===== src/core/pwm_fault_regs.svh =====
/*
 * Register offsets, field positions, reset values and timing figures
 * of one PWM generator channel with fault, trigger and blanking.
 * Assumes byte addresses on a 32-bit AXI4-Lite bus, one word a register.
 */
`ifndef PWM_FAULT_REGS_SVH
`define PWM_FAULT_REGS_SVH

// byte offsets
`define OFS_TRIG 8'h00
`define OFS_LEB 8'h04
`define OFS_FCL 8'h08
`define OFS_DUTY 8'h0C
`define OFS_PER 8'h10
`define OFS_PHASE 8'h14
`define OFS_CTRL 8'h18
`define OFS_STAT 8'h1C

// reset values
`define RST_TRIG 16'h0000
`define RST_LEB 16'h0000
`define RST_FCL 16'h0000
`define RST_CTRL 16'h0000
`define RST_TB 13'h0000

// writable bits (unimplemented bits read as zero)
`define MSK_TRIG 16'hFFF8
`define MSK_LEB 16'hFFF8
`define MSK_FCL 16'h1FFF
`define MSK_CTRL 16'h00FF

// trigger compare
`define TRG_MSB 15
`define TRG_LSB 3
// edge blanking control
`define LEB_HR 15
`define LEB_HF 14
`define LEB_LR 13
`define LEB_LF 12
`define LEB_FEN 11
`define LEB_CEN 10
`define LEB_MSB 9
`define LEB_LSB 3
// fault and limit control
`define FCL_CSRC_MSB 12
`define FCL_CSRC_LSB 9
`define FCL_CPOL 8
`define FCL_CMODE 7
`define FCL_FSRC_MSB 6
`define FCL_FSRC_LSB 3
`define FCL_FPOL 2
`define FCL_FMOD_MSB 1
`define FCL_FMOD_LSB 0
// channel control
`define CTL_EN 0
`define CTL_PMOD_MSB 2
`define CTL_PMOD_LSB 1
`define CTL_MPH 3
`define CTL_FDAT_MSB 5
`define CTL_FDAT_LSB 4
`define CTL_CDAT_MSB 7
`define CTL_CDAT_LSB 6
`define CTL_FCLR 8

// timing
`define LEB_STEP_NS 8
`define CLK_PERIOD_NS 50

`endif


===== src/core/pwm_fault_pkg.sv =====
/*
 * Types shared by the PWM fault and blanking channel.
 * Assumes nothing beyond a SystemVerilog compiler.
 */
package pwm_fault_pkg;

  typedef enum logic [1:0] {
    FM_LATCH = 2'b00,
    FM_CYCLE = 2'b01,
    FM_RSVD = 2'b10,
    FM_OFF = 2'b11
  } fault_mode_t;

  typedef enum logic [1:0] {
    PM_COMP = 2'b00,
    PM_INDEP = 2'b01,
    PM_PUSH = 2'b10,
    PM_RSVD = 2'b11
  } pin_mode_t;

  typedef enum logic [1:0] {
    WS_COLLECT = 2'b01,
    WS_RESP = 2'b10
  } wr_state_t;

endpackage : pwm_fault_pkg


===== src/core/edge_blank.sv =====
/*
 * Leading-edge blanking timer: selected output edges start a window
 * measured in nanoseconds and counted down by the clock period.
 * Assumes the output levels it watches come from flip-flops on aclk.
 */
`timescale 1ns/1ps
`default_nettype none
`include "pwm_fault_regs.svh"

module edge_blank (
  input wire logic aclk,
  input wire logic aresetn,
  input wire logic high_lvl,
  input wire logic low_lvl,
  input wire logic [3:0] edge_en,
  input wire logic [6:0] duration,
  output logic blank_ff
);

  localparam logic [9:0] STEP_NS = 10'(`LEB_STEP_NS);
  localparam logic [9:0] CLK_NS = 10'(`CLK_PERIOD_NS);

  logic high_d_ff;
  logic low_d_ff;
  logic [9:0] left_ns_ff;
  logic [9:0] nxt_left_ns;
  logic start;

  // order: high rise, high fall, low rise, low fall
  assign start = |(edge_en & {high_lvl & ~high_d_ff,
                              ~high_lvl & high_d_ff,
                              low_lvl & ~low_d_ff,
                              ~low_lvl & low_d_ff});

  // remaining time rounds up to whole clock cycles
  assign nxt_left_ns = start ? 10'({3'b000, duration} * STEP_NS)
                     : (left_ns_ff > CLK_NS) ? 10'(left_ns_ff - CLK_NS)
                     : 10'h000;

  always_ff @(posedge aclk) begin
    if (!aresetn) begin
      high_d_ff <= 1'b0;
      low_d_ff <= 1'b0;
      left_ns_ff <= 10'h000;
      blank_ff <= 1'b0;
    end else begin
      high_d_ff <= high_lvl;
      low_d_ff <= low_lvl;
      left_ns_ff <= nxt_left_ns;
      blank_ff <= (nxt_left_ns != 10'h000);
    end
  end

endmodule : edge_blank

`default_nettype wire


===== src/core/pwm_fault_channel.sv =====
/*
 * One PWM generator channel: time base, duty compare, output modes,
 * fault and current-limit handling, trigger compare and blanking,
 * with its registers on an AXI4-Lite slave.
 * Assumes fault and comparator inputs arrive asynchronously to aclk.
 */
// The AXI4-Lite slave port and the register addresses were chosen for this implementation.
// Contract
// - 4-bit code picks the fault source
// - polarity bit one means fault active low
// - mode 00 latches fault output values
// - mode 01 forces fault values per cycle
// - mode 11 ignores fault; 10 reserved
// - 13-bit compare against time base triggers
// - compare value zero never triggers
// - four bits pick edges starting blanking
// - fault blanking enable masks fault input
// - limit blanking enable masks limit input
// - 7-bit duration in 8 ns steps
// - output on while count within duty
// - output off once count exceeds duty
// - counter restarts after passing period
// - complementary: low is inverse of high
// - push-pull alternates pulse between pins
// - multi-phase adds shift to time base
// - upper fault bit high, lower low
`timescale 1ns/1ps
`default_nettype none
`include "pwm_fault_regs.svh"

module pwm_fault_channel
  import pwm_fault_pkg::*;
#(
  parameter int TB_W = 13
) (
  input wire logic aclk,
  input wire logic aresetn,
  input wire logic [7:0] s_axi_awaddr,
  input wire logic s_axi_awvalid,
  output logic s_axi_awready,
  input wire logic [31:0] s_axi_wdata,
  input wire logic [3:0] s_axi_wstrb,
  input wire logic s_axi_wvalid,
  output logic s_axi_wready,
  output logic [1:0] s_axi_bresp,
  output logic s_axi_bvalid,
  input wire logic s_axi_bready,
  input wire logic [7:0] s_axi_araddr,
  input wire logic s_axi_arvalid,
  output logic s_axi_arready,
  output logic [31:0] s_axi_rdata,
  output logic [1:0] s_axi_rresp,
  output logic s_axi_rvalid,
  input wire logic s_axi_rready,
  input wire logic [3:0] comparator,
  input wire logic shared_fault_one,
  input wire logic shared_fault_two,
  input wire logic shared_fault_three,
  input wire logic shared_fault_four,
  input wire logic independent_fault_two,
  input wire logic independent_fault_four,
  output logic high_side_output,
  output logic low_side_output,
  output logic adc_trigger
);

  if (TB_W != 13) begin : g_check
    $error("time base must be 13 bits wide");
  end

  localparam logic [1:0] RESP_OKAY = 2'b00;
  localparam logic [1:0] RESP_SLVERR = 2'b10;

  // reserved codes give no source, so polarity cannot invent a fault
  function automatic logic src_active(input logic [3:0] code,
                                      input logic pol,
                                      input logic [9:0] pins);
    logic hit;
    logic lvl;
    hit = 1'b1;
    lvl = 1'b0;
    if (code[3:2] == 2'b00) begin
      lvl = pins[code[1:0]];
    end else if (code[3:2] == 2'b10) begin
      lvl = pins[4 + {2'b00, code[1:0]}];
    end else if (code == 4'hD) begin
      lvl = pins[8];
    end else if (code == 4'hF) begin
      lvl = pins[9];
    end else begin
      hit = 1'b0;
    end
    return hit & (lvl ^ pol);
  endfunction : src_active

  function automatic logic [15:0] merge(input logic [15:0] old,
                                        input logic [31:0] data,
                                        input logic [3:0] strb,
                                        input logic [15:0] mask);
    logic [15:0] val;
    val = old;
    if (strb[0]) begin
      val[7:0] = data[7:0];
    end
    if (strb[1]) begin
      val[15:8] = data[15:8];
    end
    return val & mask;
  endfunction : merge

  // pin synchronisers
  logic [9:0] pins_raw;
  logic [9:0] sync1_ff;
  logic [9:0] sync2_ff;
  logic [9:0] sync3_ff;
  logic [9:0] pins_ff;
  logic [9:0] agree;

  assign pins_raw = {independent_fault_four, independent_fault_two,
                     shared_fault_four, shared_fault_three,
                     shared_fault_two, shared_fault_one, comparator};
  assign agree = ~(sync2_ff ^ sync3_ff);

  always_ff @(posedge aclk) begin
    if (!aresetn) begin
      sync1_ff <= 10'h000;
      sync2_ff <= 10'h000;
      sync3_ff <= 10'h000;
      pins_ff <= 10'h000;
    end else begin
      sync1_ff <= pins_raw;
      sync2_ff <= sync1_ff;
      sync3_ff <= sync2_ff;
      pins_ff <= (sync2_ff & agree) | (pins_ff & ~agree);
    end
  end

  // registers
  logic [15:0] trig_ff;
  logic [15:0] leb_ff;
  logic [15:0] fcl_ff;
  logic [15:0] ctrl_ff;
  logic [TB_W-1:0] duty_ff;
  logic [TB_W-1:0] per_ff;
  logic [TB_W-1:0] phase_ff;

  // write channel
  wr_state_t ws_ff;
  logic aw_got_ff;
  logic w_got_ff;
  logic [7:0] waddr_ff;
  logic [31:0] wdata_ff;
  logic [3:0] wstrb_ff;
  logic aw_fire;
  logic w_fire;
  logic do_wr;
  logic nxt_aw_got;
  logic nxt_w_got;
  logic wr_hit;
  logic [15:0] wr_tb;
  logic [15:0] wr_per;
  logic [15:0] wr_ph;

  assign aw_fire = s_axi_awvalid & s_axi_awready;
  assign w_fire = s_axi_wvalid & s_axi_wready;
  assign do_wr = (ws_ff == WS_COLLECT) & aw_got_ff & w_got_ff;
  assign nxt_aw_got = (aw_got_ff & ~do_wr) | aw_fire;
  assign nxt_w_got = (w_got_ff & ~do_wr) | w_fire;
  assign wr_hit = (waddr_ff[7:2] <= `OFS_CTRL >> 2)
                & (waddr_ff[1:0] == 2'b00);
  assign wr_tb = merge(16'(duty_ff), wdata_ff, wstrb_ff, 16'hFFFF);
  assign wr_per = merge(16'(per_ff), wdata_ff, wstrb_ff, 16'hFFFF);
  assign wr_ph = merge(16'(phase_ff), wdata_ff, wstrb_ff, 16'hFFFF);

  always_ff @(posedge aclk) begin
    if (!aresetn) begin
      ws_ff <= WS_COLLECT;
      aw_got_ff <= 1'b0;
      w_got_ff <= 1'b0;
      waddr_ff <= 8'h00;
      wdata_ff <= 32'h0000_0000;
      wstrb_ff <= 4'h0;
      s_axi_awready <= 1'b0;
      s_axi_wready <= 1'b0;
      s_axi_bvalid <= 1'b0;
      s_axi_bresp <= RESP_OKAY;
    end else begin
      aw_got_ff <= nxt_aw_got;
      w_got_ff <= nxt_w_got;
      s_axi_awready <= ~nxt_aw_got;
      s_axi_wready <= ~nxt_w_got;
      if (aw_fire) begin
        waddr_ff <= s_axi_awaddr;
      end
      if (w_fire) begin
        wdata_ff <= s_axi_wdata;
        wstrb_ff <= s_axi_wstrb;
      end
      case (ws_ff)
        WS_COLLECT: begin
          if (do_wr) begin
            ws_ff <= WS_RESP;
            s_axi_bvalid <= 1'b1;
            s_axi_bresp <= wr_hit ? RESP_OKAY : RESP_SLVERR;
          end
        end
        WS_RESP: begin
          if (s_axi_bready) begin
            ws_ff <= WS_COLLECT;
            s_axi_bvalid <= 1'b0;
          end
        end
        default: begin
          ws_ff <= WS_COLLECT;
        end
      endcase
    end
  end

  logic fault_clr;
  assign fault_clr = do_wr & (waddr_ff == `OFS_CTRL) & wstrb_ff[1]
                   & wdata_ff[`CTL_FCLR];

  always_ff @(posedge aclk) begin
    if (!aresetn) begin
      trig_ff <= `RST_TRIG;
      leb_ff <= `RST_LEB;
      fcl_ff <= `RST_FCL;
      ctrl_ff <= `RST_CTRL;
      duty_ff <= `RST_TB;
      per_ff <= `RST_TB;
      phase_ff <= `RST_TB;
    end else if (do_wr) begin
      if (waddr_ff == `OFS_TRIG) begin
        trig_ff <= merge(trig_ff, wdata_ff, wstrb_ff, `MSK_TRIG);
      end else if (waddr_ff == `OFS_LEB) begin
        leb_ff <= merge(leb_ff, wdata_ff, wstrb_ff, `MSK_LEB);
      end else if (waddr_ff == `OFS_FCL) begin
        fcl_ff <= merge(fcl_ff, wdata_ff, wstrb_ff, `MSK_FCL);
      end else if (waddr_ff == `OFS_CTRL) begin
        ctrl_ff <= merge(ctrl_ff, wdata_ff, wstrb_ff, `MSK_CTRL);
      end else if (waddr_ff == `OFS_DUTY) begin
        duty_ff <= wr_tb[TB_W-1:0];
      end else if (waddr_ff == `OFS_PER) begin
        per_ff <= wr_per[TB_W-1:0];
      end else if (waddr_ff == `OFS_PHASE) begin
        phase_ff <= wr_ph[TB_W-1:0];
      end
    end
  end

  // field views
  logic enable;
  pin_mode_t pmod;
  fault_mode_t fmod;
  logic [1:0] fdat;
  logic [1:0] cdat;
  logic [TB_W-1:0] trg_val;

  assign enable = ctrl_ff[`CTL_EN];
  assign pmod = pin_mode_t'(ctrl_ff[`CTL_PMOD_MSB:`CTL_PMOD_LSB]);
  assign fmod = fault_mode_t'(fcl_ff[`FCL_FMOD_MSB:`FCL_FMOD_LSB]);
  assign fdat = ctrl_ff[`CTL_FDAT_MSB:`CTL_FDAT_LSB];
  assign cdat = ctrl_ff[`CTL_CDAT_MSB:`CTL_CDAT_LSB];
  assign trg_val = trig_ff[`TRG_MSB:`TRG_LSB];

  // time base
  logic [TB_W-1:0] ptb_ff;
  logic [TB_W-1:0] tmr;
  logic wrap;
  logic pp_ff;

  assign wrap = (ptb_ff >= per_ff);
  assign tmr = ctrl_ff[`CTL_MPH] ? TB_W'(ptb_ff + phase_ff)
                                 : ptb_ff;

  always_ff @(posedge aclk) begin
    if (!aresetn || !enable) begin
      ptb_ff <= `RST_TB;
      pp_ff <= 1'b0;
    end else if (wrap) begin
      ptb_ff <= `RST_TB;
      pp_ff <= ~pp_ff;
    end else begin
      ptb_ff <= TB_W'(ptb_ff + 1'b1);
    end
  end

  // fault and current limit
  logic blank;
  logic flt_sel;
  logic cl_sel;
  logic flt_on;
  logic cl_on;
  logic flt_latch_ff;
  logic flt_cyc_ff;
  logic cl_cyc_ff;

  assign flt_sel = src_active(
    fcl_ff[`FCL_FSRC_MSB:`FCL_FSRC_LSB],
    fcl_ff[`FCL_FPOL], pins_ff);
  assign cl_sel = src_active(
    fcl_ff[`FCL_CSRC_MSB:`FCL_CSRC_LSB],
    fcl_ff[`FCL_CPOL], pins_ff);
  // reserved mode acts like disabled
  assign flt_on = enable & flt_sel
                & ((fmod == FM_LATCH) | (fmod == FM_CYCLE))
                & ~(blank & leb_ff[`LEB_FEN]);
  assign cl_on = enable & cl_sel & fcl_ff[`FCL_CMODE]
               & ~(blank & leb_ff[`LEB_CEN]);

  always_ff @(posedge aclk) begin
    if (!aresetn) begin
      flt_latch_ff <= 1'b0;
      flt_cyc_ff <= 1'b0;
      cl_cyc_ff <= 1'b0;
    end else begin
      // a new fault wins over a software clear in the same cycle
      if (flt_on & (fmod == FM_LATCH)) begin
        flt_latch_ff <= 1'b1;
      end else if (fault_clr) begin
        flt_latch_ff <= 1'b0;
      end
      if (flt_on & (fmod == FM_CYCLE)) begin
        flt_cyc_ff <= 1'b1;
      end else if (wrap | ~enable) begin
        flt_cyc_ff <= 1'b0;
      end
      if (cl_on) begin
        cl_cyc_ff <= 1'b1;
      end else if (wrap | ~enable) begin
        cl_cyc_ff <= 1'b0;
      end
    end
  end

  // output generation
  logic act;
  logic base_h;
  logic base_l;
  logic flt_force;
  logic cl_force;
  logic nxt_high;
  logic nxt_low;

  assign act = (tmr <= duty_ff);
  assign base_h = (pmod == PM_PUSH) ? act & ~pp_ff
                : (pmod == PM_RSVD) ? 1'b0
                : act;
  assign base_l = (pmod == PM_PUSH) ? act & pp_ff
                : (pmod == PM_COMP) ? ~act
                : (pmod == PM_INDEP) ? act
                : 1'b0;
  assign flt_force = flt_on | flt_latch_ff | flt_cyc_ff;
  assign cl_force = cl_on | cl_cyc_ff;
  // fault outranks current limit
  assign nxt_high = !enable ? 1'b0
                  : flt_force ? fdat[1]
                  : cl_force ? cdat[1]
                  : base_h;
  assign nxt_low = !enable ? 1'b0
                 : flt_force ? fdat[0]
                 : cl_force ? cdat[0]
                 : base_l;

  logic nxt_trig;
  assign nxt_trig = enable & (trg_val != '0)
                  & (tmr == trg_val);

  always_ff @(posedge aclk) begin
    if (!aresetn) begin
      high_side_output <= 1'b0;
      low_side_output <= 1'b0;
      adc_trigger <= 1'b0;
    end else begin
      high_side_output <= nxt_high;
      low_side_output <= nxt_low;
      adc_trigger <= nxt_trig;
    end
  end

  edge_blank u_blank (
    .aclk(aclk),
    .aresetn(aresetn),
    .high_lvl(high_side_output),
    .low_lvl(low_side_output),
    .edge_en(leb_ff[`LEB_HR:`LEB_LF]),
    .duration(leb_ff[`LEB_MSB:`LEB_LSB]),
    .blank_ff(blank)
  );

  // read channel
  logic [31:0] stat;
  logic rd_hit;
  logic [31:0] rd_val;
  logic ar_fire;
  logic nxt_rvalid;

  assign stat = {3'b000, ptb_ff, 10'h000, blank, low_side_output,
                 high_side_output, cl_cyc_ff, flt_cyc_ff,
                 flt_latch_ff};
  assign rd_hit = (s_axi_araddr[1:0] == 2'b00)
                & (s_axi_araddr[7:2] <= `OFS_STAT >> 2);
  assign rd_val = (s_axi_araddr == `OFS_TRIG) ? {16'h0000, trig_ff}
                : (s_axi_araddr == `OFS_LEB) ? {16'h0000, leb_ff}
                : (s_axi_araddr == `OFS_FCL) ? {16'h0000, fcl_ff}
                : (s_axi_araddr == `OFS_DUTY) ? 32'(duty_ff)
                : (s_axi_araddr == `OFS_PER) ? 32'(per_ff)
                : (s_axi_araddr == `OFS_PHASE) ? 32'(phase_ff)
                : (s_axi_araddr == `OFS_CTRL) ? {16'h0000, ctrl_ff}
                : (s_axi_araddr == `OFS_STAT) ? stat
                : 32'h0000_0000;
  assign ar_fire = s_axi_arvalid & s_axi_arready;
  assign nxt_rvalid = ar_fire | (s_axi_rvalid & ~s_axi_rready);

  always_ff @(posedge aclk) begin
    if (!aresetn) begin
      s_axi_arready <= 1'b0;
      s_axi_rvalid <= 1'b0;
      s_axi_rdata <= 32'h0000_0000;
      s_axi_rresp <= RESP_OKAY;
    end else begin
      s_axi_arready <= ~nxt_rvalid;
      s_axi_rvalid <= nxt_rvalid;
      if (ar_fire) begin
        s_axi_rdata <= rd_val;
        s_axi_rresp <= rd_hit ? RESP_OKAY : RESP_SLVERR;
      end
    end
  end

endmodule : pwm_fault_channel

`default_nettype wire


===== config.mk =====
export PLATFORM = sky130hd
export DESIGN_NAME = pwm_fault_channel
export DESIGN_NICKNAME = d
export VERILOG_FILES = /design/src/core/pwm_fault_pkg.sv /design/src/core/edge_blank.sv /design/src/core/pwm_fault_channel.sv
export VERILOG_INCLUDE_DIRS = /design/src /design/src/core
export SDC_FILE = /design/constraint.sdc
export NUM_CORES = 1
export LEC_CHECK = 0
export BUFFER_PORTS_ARGS = -buffer_cell sky130_fd_sc_hd__buf_2
export CORE_UTILIZATION = 58
export CTS_CLUSTER_SIZE = 10
export DETAILED_ROUTE_END_ITERATION = 10
export PLACE_DENSITY = 0.77
export SYNTH_ARGS = -nofsm -noshare
export SYNTH_HDL_FRONTEND = slang
export SYNTH_SLANG_ARGS = --single-unit

===== constraint.sdc =====
create_clock -name aclk -period 5.15 [get_ports aclk]
set_input_delay 1.03 -clock aclk [delete_from_list [all_inputs] [get_ports aclk]]
set_output_delay 1.03 -clock aclk [all_outputs]
set_load 0.005 [all_outputs]

== Yosys cells after proc, flatten, opt, wreduce, memory -nomap -nowiden ==
Cells that the tools add are included.

* Add/subtract/negate cells: 5
* Multipliers: 0
* Div/mod/pow operators: 0
* Order comparisons: 9
* Equality and inequality tests: 28
* Shifts and indexed selects: 0
* Muxes and demuxes: 57
* Bitwise logic cells: 70
* Reduce and logical (&&, ||, !) cells: 36

{| class="wikitable"
|+ Operators by type and width
! cell !! count
|-
| 29-bit two-way mux || 8
|-
| 8-bit by 5-bit equality test with 1-bit output (second input constant) || 7
|-
| 1-bit two-way mux || 36
|-
| 1-bit AND || 33
|-
| 8-bit by 4-bit equality test with 1-bit output (second input constant) || 4
|-
| 10-bit AND || 2
|-
| 10-bit two-way mux || 2
|-
| 1-bit inverter || 20
|-
| 10-bit inverter || 2
|-
| 9-bit AND reduction || 2
|-
| 4-bit equality test (second input constant) || 4
|-
| 8-bit by 3-bit equality test with 1-bit output (second input constant) || 2
|-
| 8-bit zero test || 2
|-
| 8-bit AND reduction || 2
|-
| 7-bit AND reduction || 2
|-
| 13-bit by 1-bit adder with 13-bit output (second input constant) || 1
|-
| 13-bit adder || 1
|-
| 13-bit equality test || 1
|-
| 13-bit >= comparator || 1
|-
| 13-bit less-or-equal comparator || 1
|-
| 13-bit two-way mux || 1
|-
| 13-bit nonzero test || 1
|-
| 6-bit by 3-bit less-or-equal comparator with 1-bit output (second input constant) || 2
|-
| 2-bit zero test || 6
|-
| 29 further kinds || 62
|}

* Flip-flop bits (word level): 230
* Bits in latches: 0
* Memory bits (writable): 0
* Memory bits (read-only): 0
* Input bits: 69
* Output and inout port bits: 44
* Word-level logic and storage cells: 248
* Memories: 0

== Longest topological paths before layout ==
Gate-level depths: netlist of the first run.

* Word-level depth: 13
* Depth in mapped cells: 19
* Depth with buffers taken out: 19

== By module ==
From an unflattened synthesis of the first run, not the netlist that was laid out.

* Cells, all modules: 1,202
* Area, all modules: 10,954.3 um^2

{| class="wikitable"
|+ By module, submodules not included
! module !! times used !! cells each !! area an instance (um^2) !! seq. area each (um^2)
|-
| pwm_fault_channel || 1 || 1,115 || 10,203.5 || 4,244.1
|-
| edge_blank || 1 || 87 || 750.7 || 260.2
|}

== Worst setup path after synthesis of the first run ==
Ideal clock, no wire load.

* Kind: register -> register
* Start: register ptb_ff[0]
* End: register low_side_output
* Library setup time: 0.059 ns
* Data arrival time: 3.669 ns
* Required time: 5.091 ns
* Slack: 1.423 ns
* Stages on the path, launching flop included: 19
* Buffers on the path: 0
* Clock period less this slack: 3.727 ns
* Cell sequence: dfxtp_1 > ha_1 > inv_1 > fa_1 > nand2b_1 > a21oi_1 > o21ai_0 > and2_1 > xnor2_1 > mux2_2 > ha_1 > a21o_1 > a21o_1 > a221o_1 > a21oi_1 > a21oi_1 > mux2_2 > o22ai_1 > a31o_1

* Word-level cells in the longest chain between the ends: 8
* Elaborated cells between the ends (all ways): 10
* Those cells by class: add/sub (1); order compare (1); mux (6); bitwise (2)

{| class="wikitable"
|+ Ends and longest elaborated chain
! what !! RTL line !! source
|-
| start: declaration || pwm_fault_channel.sv:268 || <nowiki>logic [TB_W-1:0] ptb_ff;</nowiki>
|-
| start signal: assignment || pwm_fault_channel.sv:279 || <nowiki>ptb_ff <= `RST_TB;</nowiki>
|-
| start signal: assignment || pwm_fault_channel.sv:282 || <nowiki>ptb_ff <= `RST_TB;</nowiki>
|-
| start signal: assignment || pwm_fault_channel.sv:285 || <nowiki>ptb_ff <= TB_W'(ptb_ff + 1'b1);</nowiki>
|-
| 13-bit adder || pwm_fault_channel.sv:274 || <nowiki>assign tmr = ctrl_ff[`CTL_MPH] ? TB_W'(ptb_ff + phase_ff)</nowiki>
|-
| 13-bit two-way mux * || pwm_fault_channel.sv:274 ||
|-
| 13-bit less-or-equal comparator * || pwm_fault_channel.sv:346 || <nowiki>assign act = (tmr <= duty_ff);</nowiki>
|-
| 1-bit two-way mux or 1-bit inverter (tied branches) || pwm_fault_channel.sv:352, pwm_fault_channel.sv:351 ||
|-
| 1-bit two-way mux || pwm_fault_channel.sv:351 || <nowiki>: (pmod == PM_COMP) ? ~act</nowiki>
|-
| 1-bit two-way mux * || pwm_fault_channel.sv:350 || <nowiki>assign base_l = (pmod == PM_PUSH) ? act & pp_ff</nowiki>
|-
| 1-bit two-way mux * || pwm_fault_channel.sv:363 || <nowiki>: cl_force ? cdat[0]</nowiki>
|-
| 1-bit two-way mux * || pwm_fault_channel.sv:362 || <nowiki>: flt_force ? fdat[0]</nowiki>
|-
| end signal: assignment || pwm_fault_channel.sv:377 || <nowiki>low_side_output <= nxt_low;</nowiki>
|-
| end: declaration || pwm_fault_channel.sv:63 || <nowiki>output logic low_side_output,</nowiki>
|}

Every way passes the cells marked *; elsewhere a longest branch is shown, timed or not.
A chain may end at the register's enable or synchronous reset.

== Worst setup path in the final report of the first run ==
Ends and elaborated chain as after synthesis.

==> out/qor.yml, run 1 <==
status: "finished clean"
r2r_cells: 19
drc: 0
synth_common_cells: "dfxtp_1, nor2_1, mux2i_1, nand2_1, a21oi_1"
core_area_um2: 18000
ant_nets: 0
initial_core_util_pct: 59.4
dpl.hpwl_um: 19500
std_cell_rows: 49
cts_num_sinks: 225
critPathMaxStageDelay_ns: 0.46
cts_hold_buffers: 0
postCtsSetupBuffers: 0
cts_max_path_buffers: 3
hold_viol: 0
root_buffer: "clkbuf_16"
required_ns: 5.64
whs_path_depth: 1
stdcell_area_um2: 12000
postCtsResizedCells: 0
rsz0062_at_grt: "no"
synth_area_leaders: "dfxtp_1, mux2i_1, nor2_1"
wire_per_inst_um: 18.4
routabilityCongestion: 0.926
ios: 113
syn_to_final_growth_pct: 11.6
endpoint_kind: "register"
syn_area_um2: 10700
placed_area_um2: 11200
synthArstFlopShare_pct: 0
rr_startpoint: "ptb_ff[0]"
dr.pass1.iters: 5
antenna_cells: 0
layout.nets: 1365
finish.utilization_pct: 66.3
drive_above_1_share_pct: 12.9
fin_crit_sh_pct: 85.4
netlist.area_leader.share_pct: 42.1
die_h_um: 138
path_class: "reg2reg"
slowest_stage: "dfxtp_1"
slew_violations: 0
clock.fmax_mhz: 227
yosysWarnings: 0
total_power_mw: 3.78
grt_pass1_vias: 8122
synthCells: 1194
overflow: 0
worstHoldPathType: "reg2reg"
relSlewSlack_pct: 28.0
start_kind: "register"
ir_worst_vdd_mv: 0.288
yosysSeqAreaShare_pct: 42.1
synth_edf_count: 0
fin_skew_ns: 0.0150
power_density_nw_per_um2: 316
grt_max_degree: 83
die_x_um: 138
synth_most_common_cell: "dfxtp_1"
portBuffers: 89
p_leak_nw: 4.95
finalSetupTns_ns: 0
synth_top_area_cell: "dfxtp_1"
ys.flop_type: "dfxtp_1"
grtUsageTotal_pct: 29.2
insertion_delay_ns: 0.54
drv_cap: 0
first_iter_violations: 572
die_area_um2: 19000
syn_avg_cell_area_um2: 8.96
setup_viol: 0
layout_min_cycle_time_ns: 4.40
critPathMostFrequentCell: "a21oi_1"
wirelength_um: 27400
hp-start: "sync1_ff[7]"
via_count: 8808
timing.hold.ws_ns: 0.428
synth_cell_type_count: 74
cts_buffers: 27
worst_hold_path.endpoint: "sync2_ff[7]"
worst_pin_slew_ns: 1.08
grt_antenna_before_repair: 1
arrival_ns: 4.88
fillers: 1515
cts.reportedPaths.clkPinSlew_ns: 0.06
vias_per_cell: 5.92
critical_path_peak_fanout: 8
cts_htree_levels: 1
grt_pass1_wl_um: 42500
cts_tree: "yes"
r2r_end: "low_side_output"
cp_cell_sequence: "ha_1 -> inv_1 -> fa_1 -> nand2b_1 -> a21oi_1 -> o31a_1 -> a311oi_1 -> xor2_1 -> nor2_1 -> xor2_1 -> ha_1 -> and4_1 -> nand3_1 -> a21oi_1 -> a21oi_1 -> a21oi_1 -> mux2_2 -> o22ai_1 -> a31o_1"
r2r_slack_ns: 0.75
synth_seq_cells: 225
==> logic make-up after synthesis <==
| family | after synthesis | synth area share (%) |
|---|---|---|
| buffers and inverters | 110 | 4.31 |
| AOI/OAI and AO/OA | 213 | 12.9 |
| xor gates and xnor gates | 46 | 3.76 |
| adders and majority gates | 41 | 4.86 |
| other | 1 | 0.0350 |
| muxes | 122 | 12.9 |
| DFF | 225 | 42.1 |
| and+or+nand+nor | 436 | 19.1 |
==> per-stage QoR <==
stage / instances / worst slack [ns]
after global placement: 1455 / 0.816
after global routing: 1488 / 0.424
final: 1488 / 0.754
after floorplan: 1198 / 1.42
after detailed placement: 1455 / 0.750
after CTS: 1488 / 0.746
==> registers in the layout, summed over array words and instances, names as in the netlist, 8 cells and up, named ones only <==
signal / cells
ctrl_ff: 8
duty_ff: 13
fcl_ff: 13
leb_ff: 13
per_ff: 13
phase_ff: 13
ptb_ff: 13
s_axi_rdata: 29
sync1_ff: 10
sync2_ff: 10
sync3_ff: 10
trig_ff: 13
u_blank.left_ns_ff: 10
waddr_ff: 8
wdata_ff: 16
==> final cells by class <==
type                    count  area [um^2]  area share, %
multi-input cells         863         5750           48.1
inverters                  44          168           1.40
well taps                 229          287           2.40
clock inverters             4         62.6          0.524
clock buffers              29          693           5.80
flip-flops and latches    225         4500           37.7
repair buffers             94          483           4.04
==> power by group <==
part | switching [mW] | internal [mW]
combinational | 0.145 | 0.107
clock | 0.685 | 0.996
sequential | 0.0535 | 1.79
==> worst max path at each step <==
stage / cells past startpoint / to / start / slack [ns]
after floorplan: 18 / low_side_output / ptb_ff[0] / 1.42
after global placement: 19 / low_side_output / ptb_ff[0] / 0.82
after detailed placement: 19 / low_side_output / ptb_ff[0] / 0.75
after CTS: 19 / low_side_output / ptb_ff[0] / 0.75
after global routing: 19 / low_side_output / ptb_ff[0] / 0.42
final: 19 / low_side_output / ptb_ff[0] / 0.75
==> cell usage in the layout, fill, tap and decap left out, types with 27 or more instances in the layout <==
cell       count
ha_1          40
mux2i_1       99
nand3_1       36
clkbuf_16     27
nand2_1       94
dfxtp_1      225
buf_2         89
a22oi_1       27
a21oi_1       80
inv_1         43
and2_1        42
o21ai_0       30
nor2_1       171
==> worst max-delay path, delay by kind of cell (launching register included) <==
kind	cells	cell delay, ns
buffers and inverters	1	0.07
adders and majority gates	3	0.99
and+or+nand+nor	4	0.69
AOI/OAI and AO/OA	8	1.48
muxes	1	0.38
DFF	1	0.46
xor gates and xnor gates	2	0.27
==> layer usage <==
metal / GRT usage [%] / part of all wire, % / vias up
li1: - / - / 4286
met2: 47.6 / 46 / 321
met1: 37.3 / 42 / 4114
met5: 0.278 / 0.036 / -
met4: 15.0 / 5.2 / 2
met3: 4.71 / 6.7 / 85
Note: power is estimated with default switching activity, not from simulation.
==> run 2, diff against run 1 <==
--- a/config.mk
+++ b/config.mk
@@ -10,6 +10,7 @@
 export CORE_UTILIZATION = 58
 export CTS_CLUSTER_SIZE = 10
 export DETAILED_ROUTE_END_ITERATION = 10
+export MAX_ROUTING_LAYER = met4
 export PLACE_DENSITY = 0.77
 export SYNTH_ARGS = -nofsm -noshare
 export SYNTH_HDL_FRONTEND = slang
==> out/qor.yml, run 2 (same netlist as run 1, synthesis figures left out) <==
status: "finished clean"
worst_pin_slew_ns: 1.11  # +0.0272 ns
cts.reportedPaths.clkPinSlew_ns: 0.05  # about the same
fin_cells: 1487  # -0.067%
drc: 0  # unchanged
ant_nets: 0  # unchanged
cts_hold_buffers: 0  # unchanged
ir_worst_vdd_mv: 0.319  # +11%
drive_above_1_share_pct: 12.8  # -0.059 points
die_area_um2: 19000  # unchanged
fin_crit_sh_pct: 86.1  # +0.70 points
slew_violations: 0  # unchanged
wirelength_um: 27300  # -0.26%
rsz0062_at_grt: "no"
postCtsResizedCells: 0  # unchanged
syn_to_final_growth_pct: 11.5  # about the same
cts_buffers: 27  # unchanged
critical_path_peak_fanout: 8  # unchanged
critPathMostFrequentCell: "a21oi_1"
final_cell_mix: "dfxtp_1, nor2_1, mux2i_1"
placed_area_um2: 11200  # unchanged
dpl.hpwl_um: 19700  # +0.75%
stdcell_area_um2: 11900  # about the same
cts_max_path_buffers: 3  # unchanged
cp_num_buf_inv: 1  # unchanged
grt_pass1_wl_um: 42900  # +0.99%
clock.fmax_mhz: 226  # -0.81%
required_ns: 5.63  # about the same
dr.pass1.iters: 5  # unchanged
cts_htree_levels: 1  # unchanged
insertion_delay_ns: 0.53  # about the same
worstHoldPathType: "reg2reg"
cts_tree: "yes"
layout_min_cycle_time_ns: 4.43  # +0.0359 ns
first_iter_violations: 561  # -1.9%
ios: 113  # unchanged
endpoint_kind: "register"
wire_per_inst_um: 18.4  # -0.19%
cts_num_sinks: 225  # unchanged
r2r_slack_ns: 0.72  # -0.04 ns
grt_antenna_before_repair: 1  # unchanged
final_common_cell: "dfxtp_1"
grt_max_degree: 107  # +29%
setup_viol: 0  # unchanged
placed_cells: 1455  # unchanged
fin_skew_ns: 0.0111  # -0.00387 ns
vias_per_cell: 5.96  # +0.73%
overflow: 0  # unchanged
crit_family: "compound AO/OA/AOI/OAI gates"
portBuffers: 89  # unchanged
cp_cell_sequence: "ha_1 -> inv_1 -> fa_1 -> nand2b_1 -> a21oi_1 -> o31a_1 -> a311oi_1 -> xor2_1 -> nor2_1 -> xor2_1 -> ha_1 -> and4_1 -> nand3_1 -> a21oi_1 -> a21oi_1 -> a21oi_1 -> mux2_2 -> o22ai_1 -> a31o_1"
relSlewSlack_pct: 26.3  # -1.6 points
power_density_nw_per_um2: 315  # -0.40%
drv_cap: 0  # unchanged
postCtsSetupBuffers: 0  # unchanged
path_class: "reg2reg"
hold_viol: 0  # unchanged
via_count: 8866  # +0.66%
grtUsageTotal_pct: 30.2  # +0.99 points
core_area_um2: 18000  # unchanged
reg_top3: "s_axi_rdata: 29 flops, wdata_ff: 16 flops"
grt_pass1_vias: 8214  # +1.1%
die_x_um: 138  # unchanged
initial_core_util_pct: 59.4  # unchanged
std_cell_rows: 49  # unchanged
routabilityCongestion: 0.925  # -0.11%
finalSetupTns_ns: 0  # unchanged
die_h_um: 138  # unchanged
layout.nets: 1365  # unchanged
start_kind: "register"
largest_register: "s_axi_rdata"
arrival_ns: 4.91  # +0.03 ns
slowest_stage: "dfxtp_1"
critPathMaxStageDelay_ns: 0.46  # about the same
root_buffer: "clkbuf_16"
largest_reg_flops: 29  # unchanged
p_leak_nw: 4.94  # -0.16%
run 2: metrics by stage:
stage / power, mW / hold WS [ns] / worst slack (ns) / utilization [%]
after floorplan: 2.06 / 0.412 / 1.42 / -
after global placement: 2.13 / 0.414 / 0.887 / 62.1
after detailed placement: 2.13 / 0.419 / 0.823 / 62.1
after CTS: 3.78 / 0.431 / 0.776 / 66.2
after global routing: 3.89 / 0.443 / 0.394 / 66.2
final: 3.76 / 0.428 / 0.718 / 66.2
run 2: cell type report:
type,instances,area [um^2]
clock inverter,4,66.3
clock buffer,27,676
antenna,1,2.50
fill,1503,6090
tap,229,287
sequential,225,4500
multi-input combinational,863,5750
inverter,44,168
timing repair buffer,94,483
run 2: worst paths after layout:
check,cells past startpoint,startpoint,to
max,19,ptb_ff[0],low_side_output
max reg2reg,19,ptb_ff[0],low_side_output
min,1,sync1_ff[4],sync2_ff[4]
min reg2reg,1,sync1_ff[4],sync2_ff[4]
run 2: where the power goes:
group          internal (mW)  total (mW)  switching, mW
logic                  0.107       0.253          0.147
registers               1.79        1.85         0.0537
clock network          0.979        1.66          0.681
run 2: worst reg2reg max path: cells and delay by family (launching register included):
kind	cells	cell delay, ns
XOR/XNOR	2	0.29
flip-flops	1	0.46
AO/OA/AOI/OAI	8	1.50
adder cells (fa/ha/maj)	3	0.97
AND/OR/NAND/NOR	4	0.71
buffers and inverters	1	0.07
multiplexers	1	0.39
run 2: routing by layer:
layer | vias up | share of wire [%] | global-route usage (%)
met2 | 329 | 46 | 47.3
met3 | 75 | 6.6 | 5.12
li1 | 4288 | - | -
met5 | - | 0 | -
met1 | 4174 | 42 | 37.8
met4 | 0 | 5.0 | 14.9
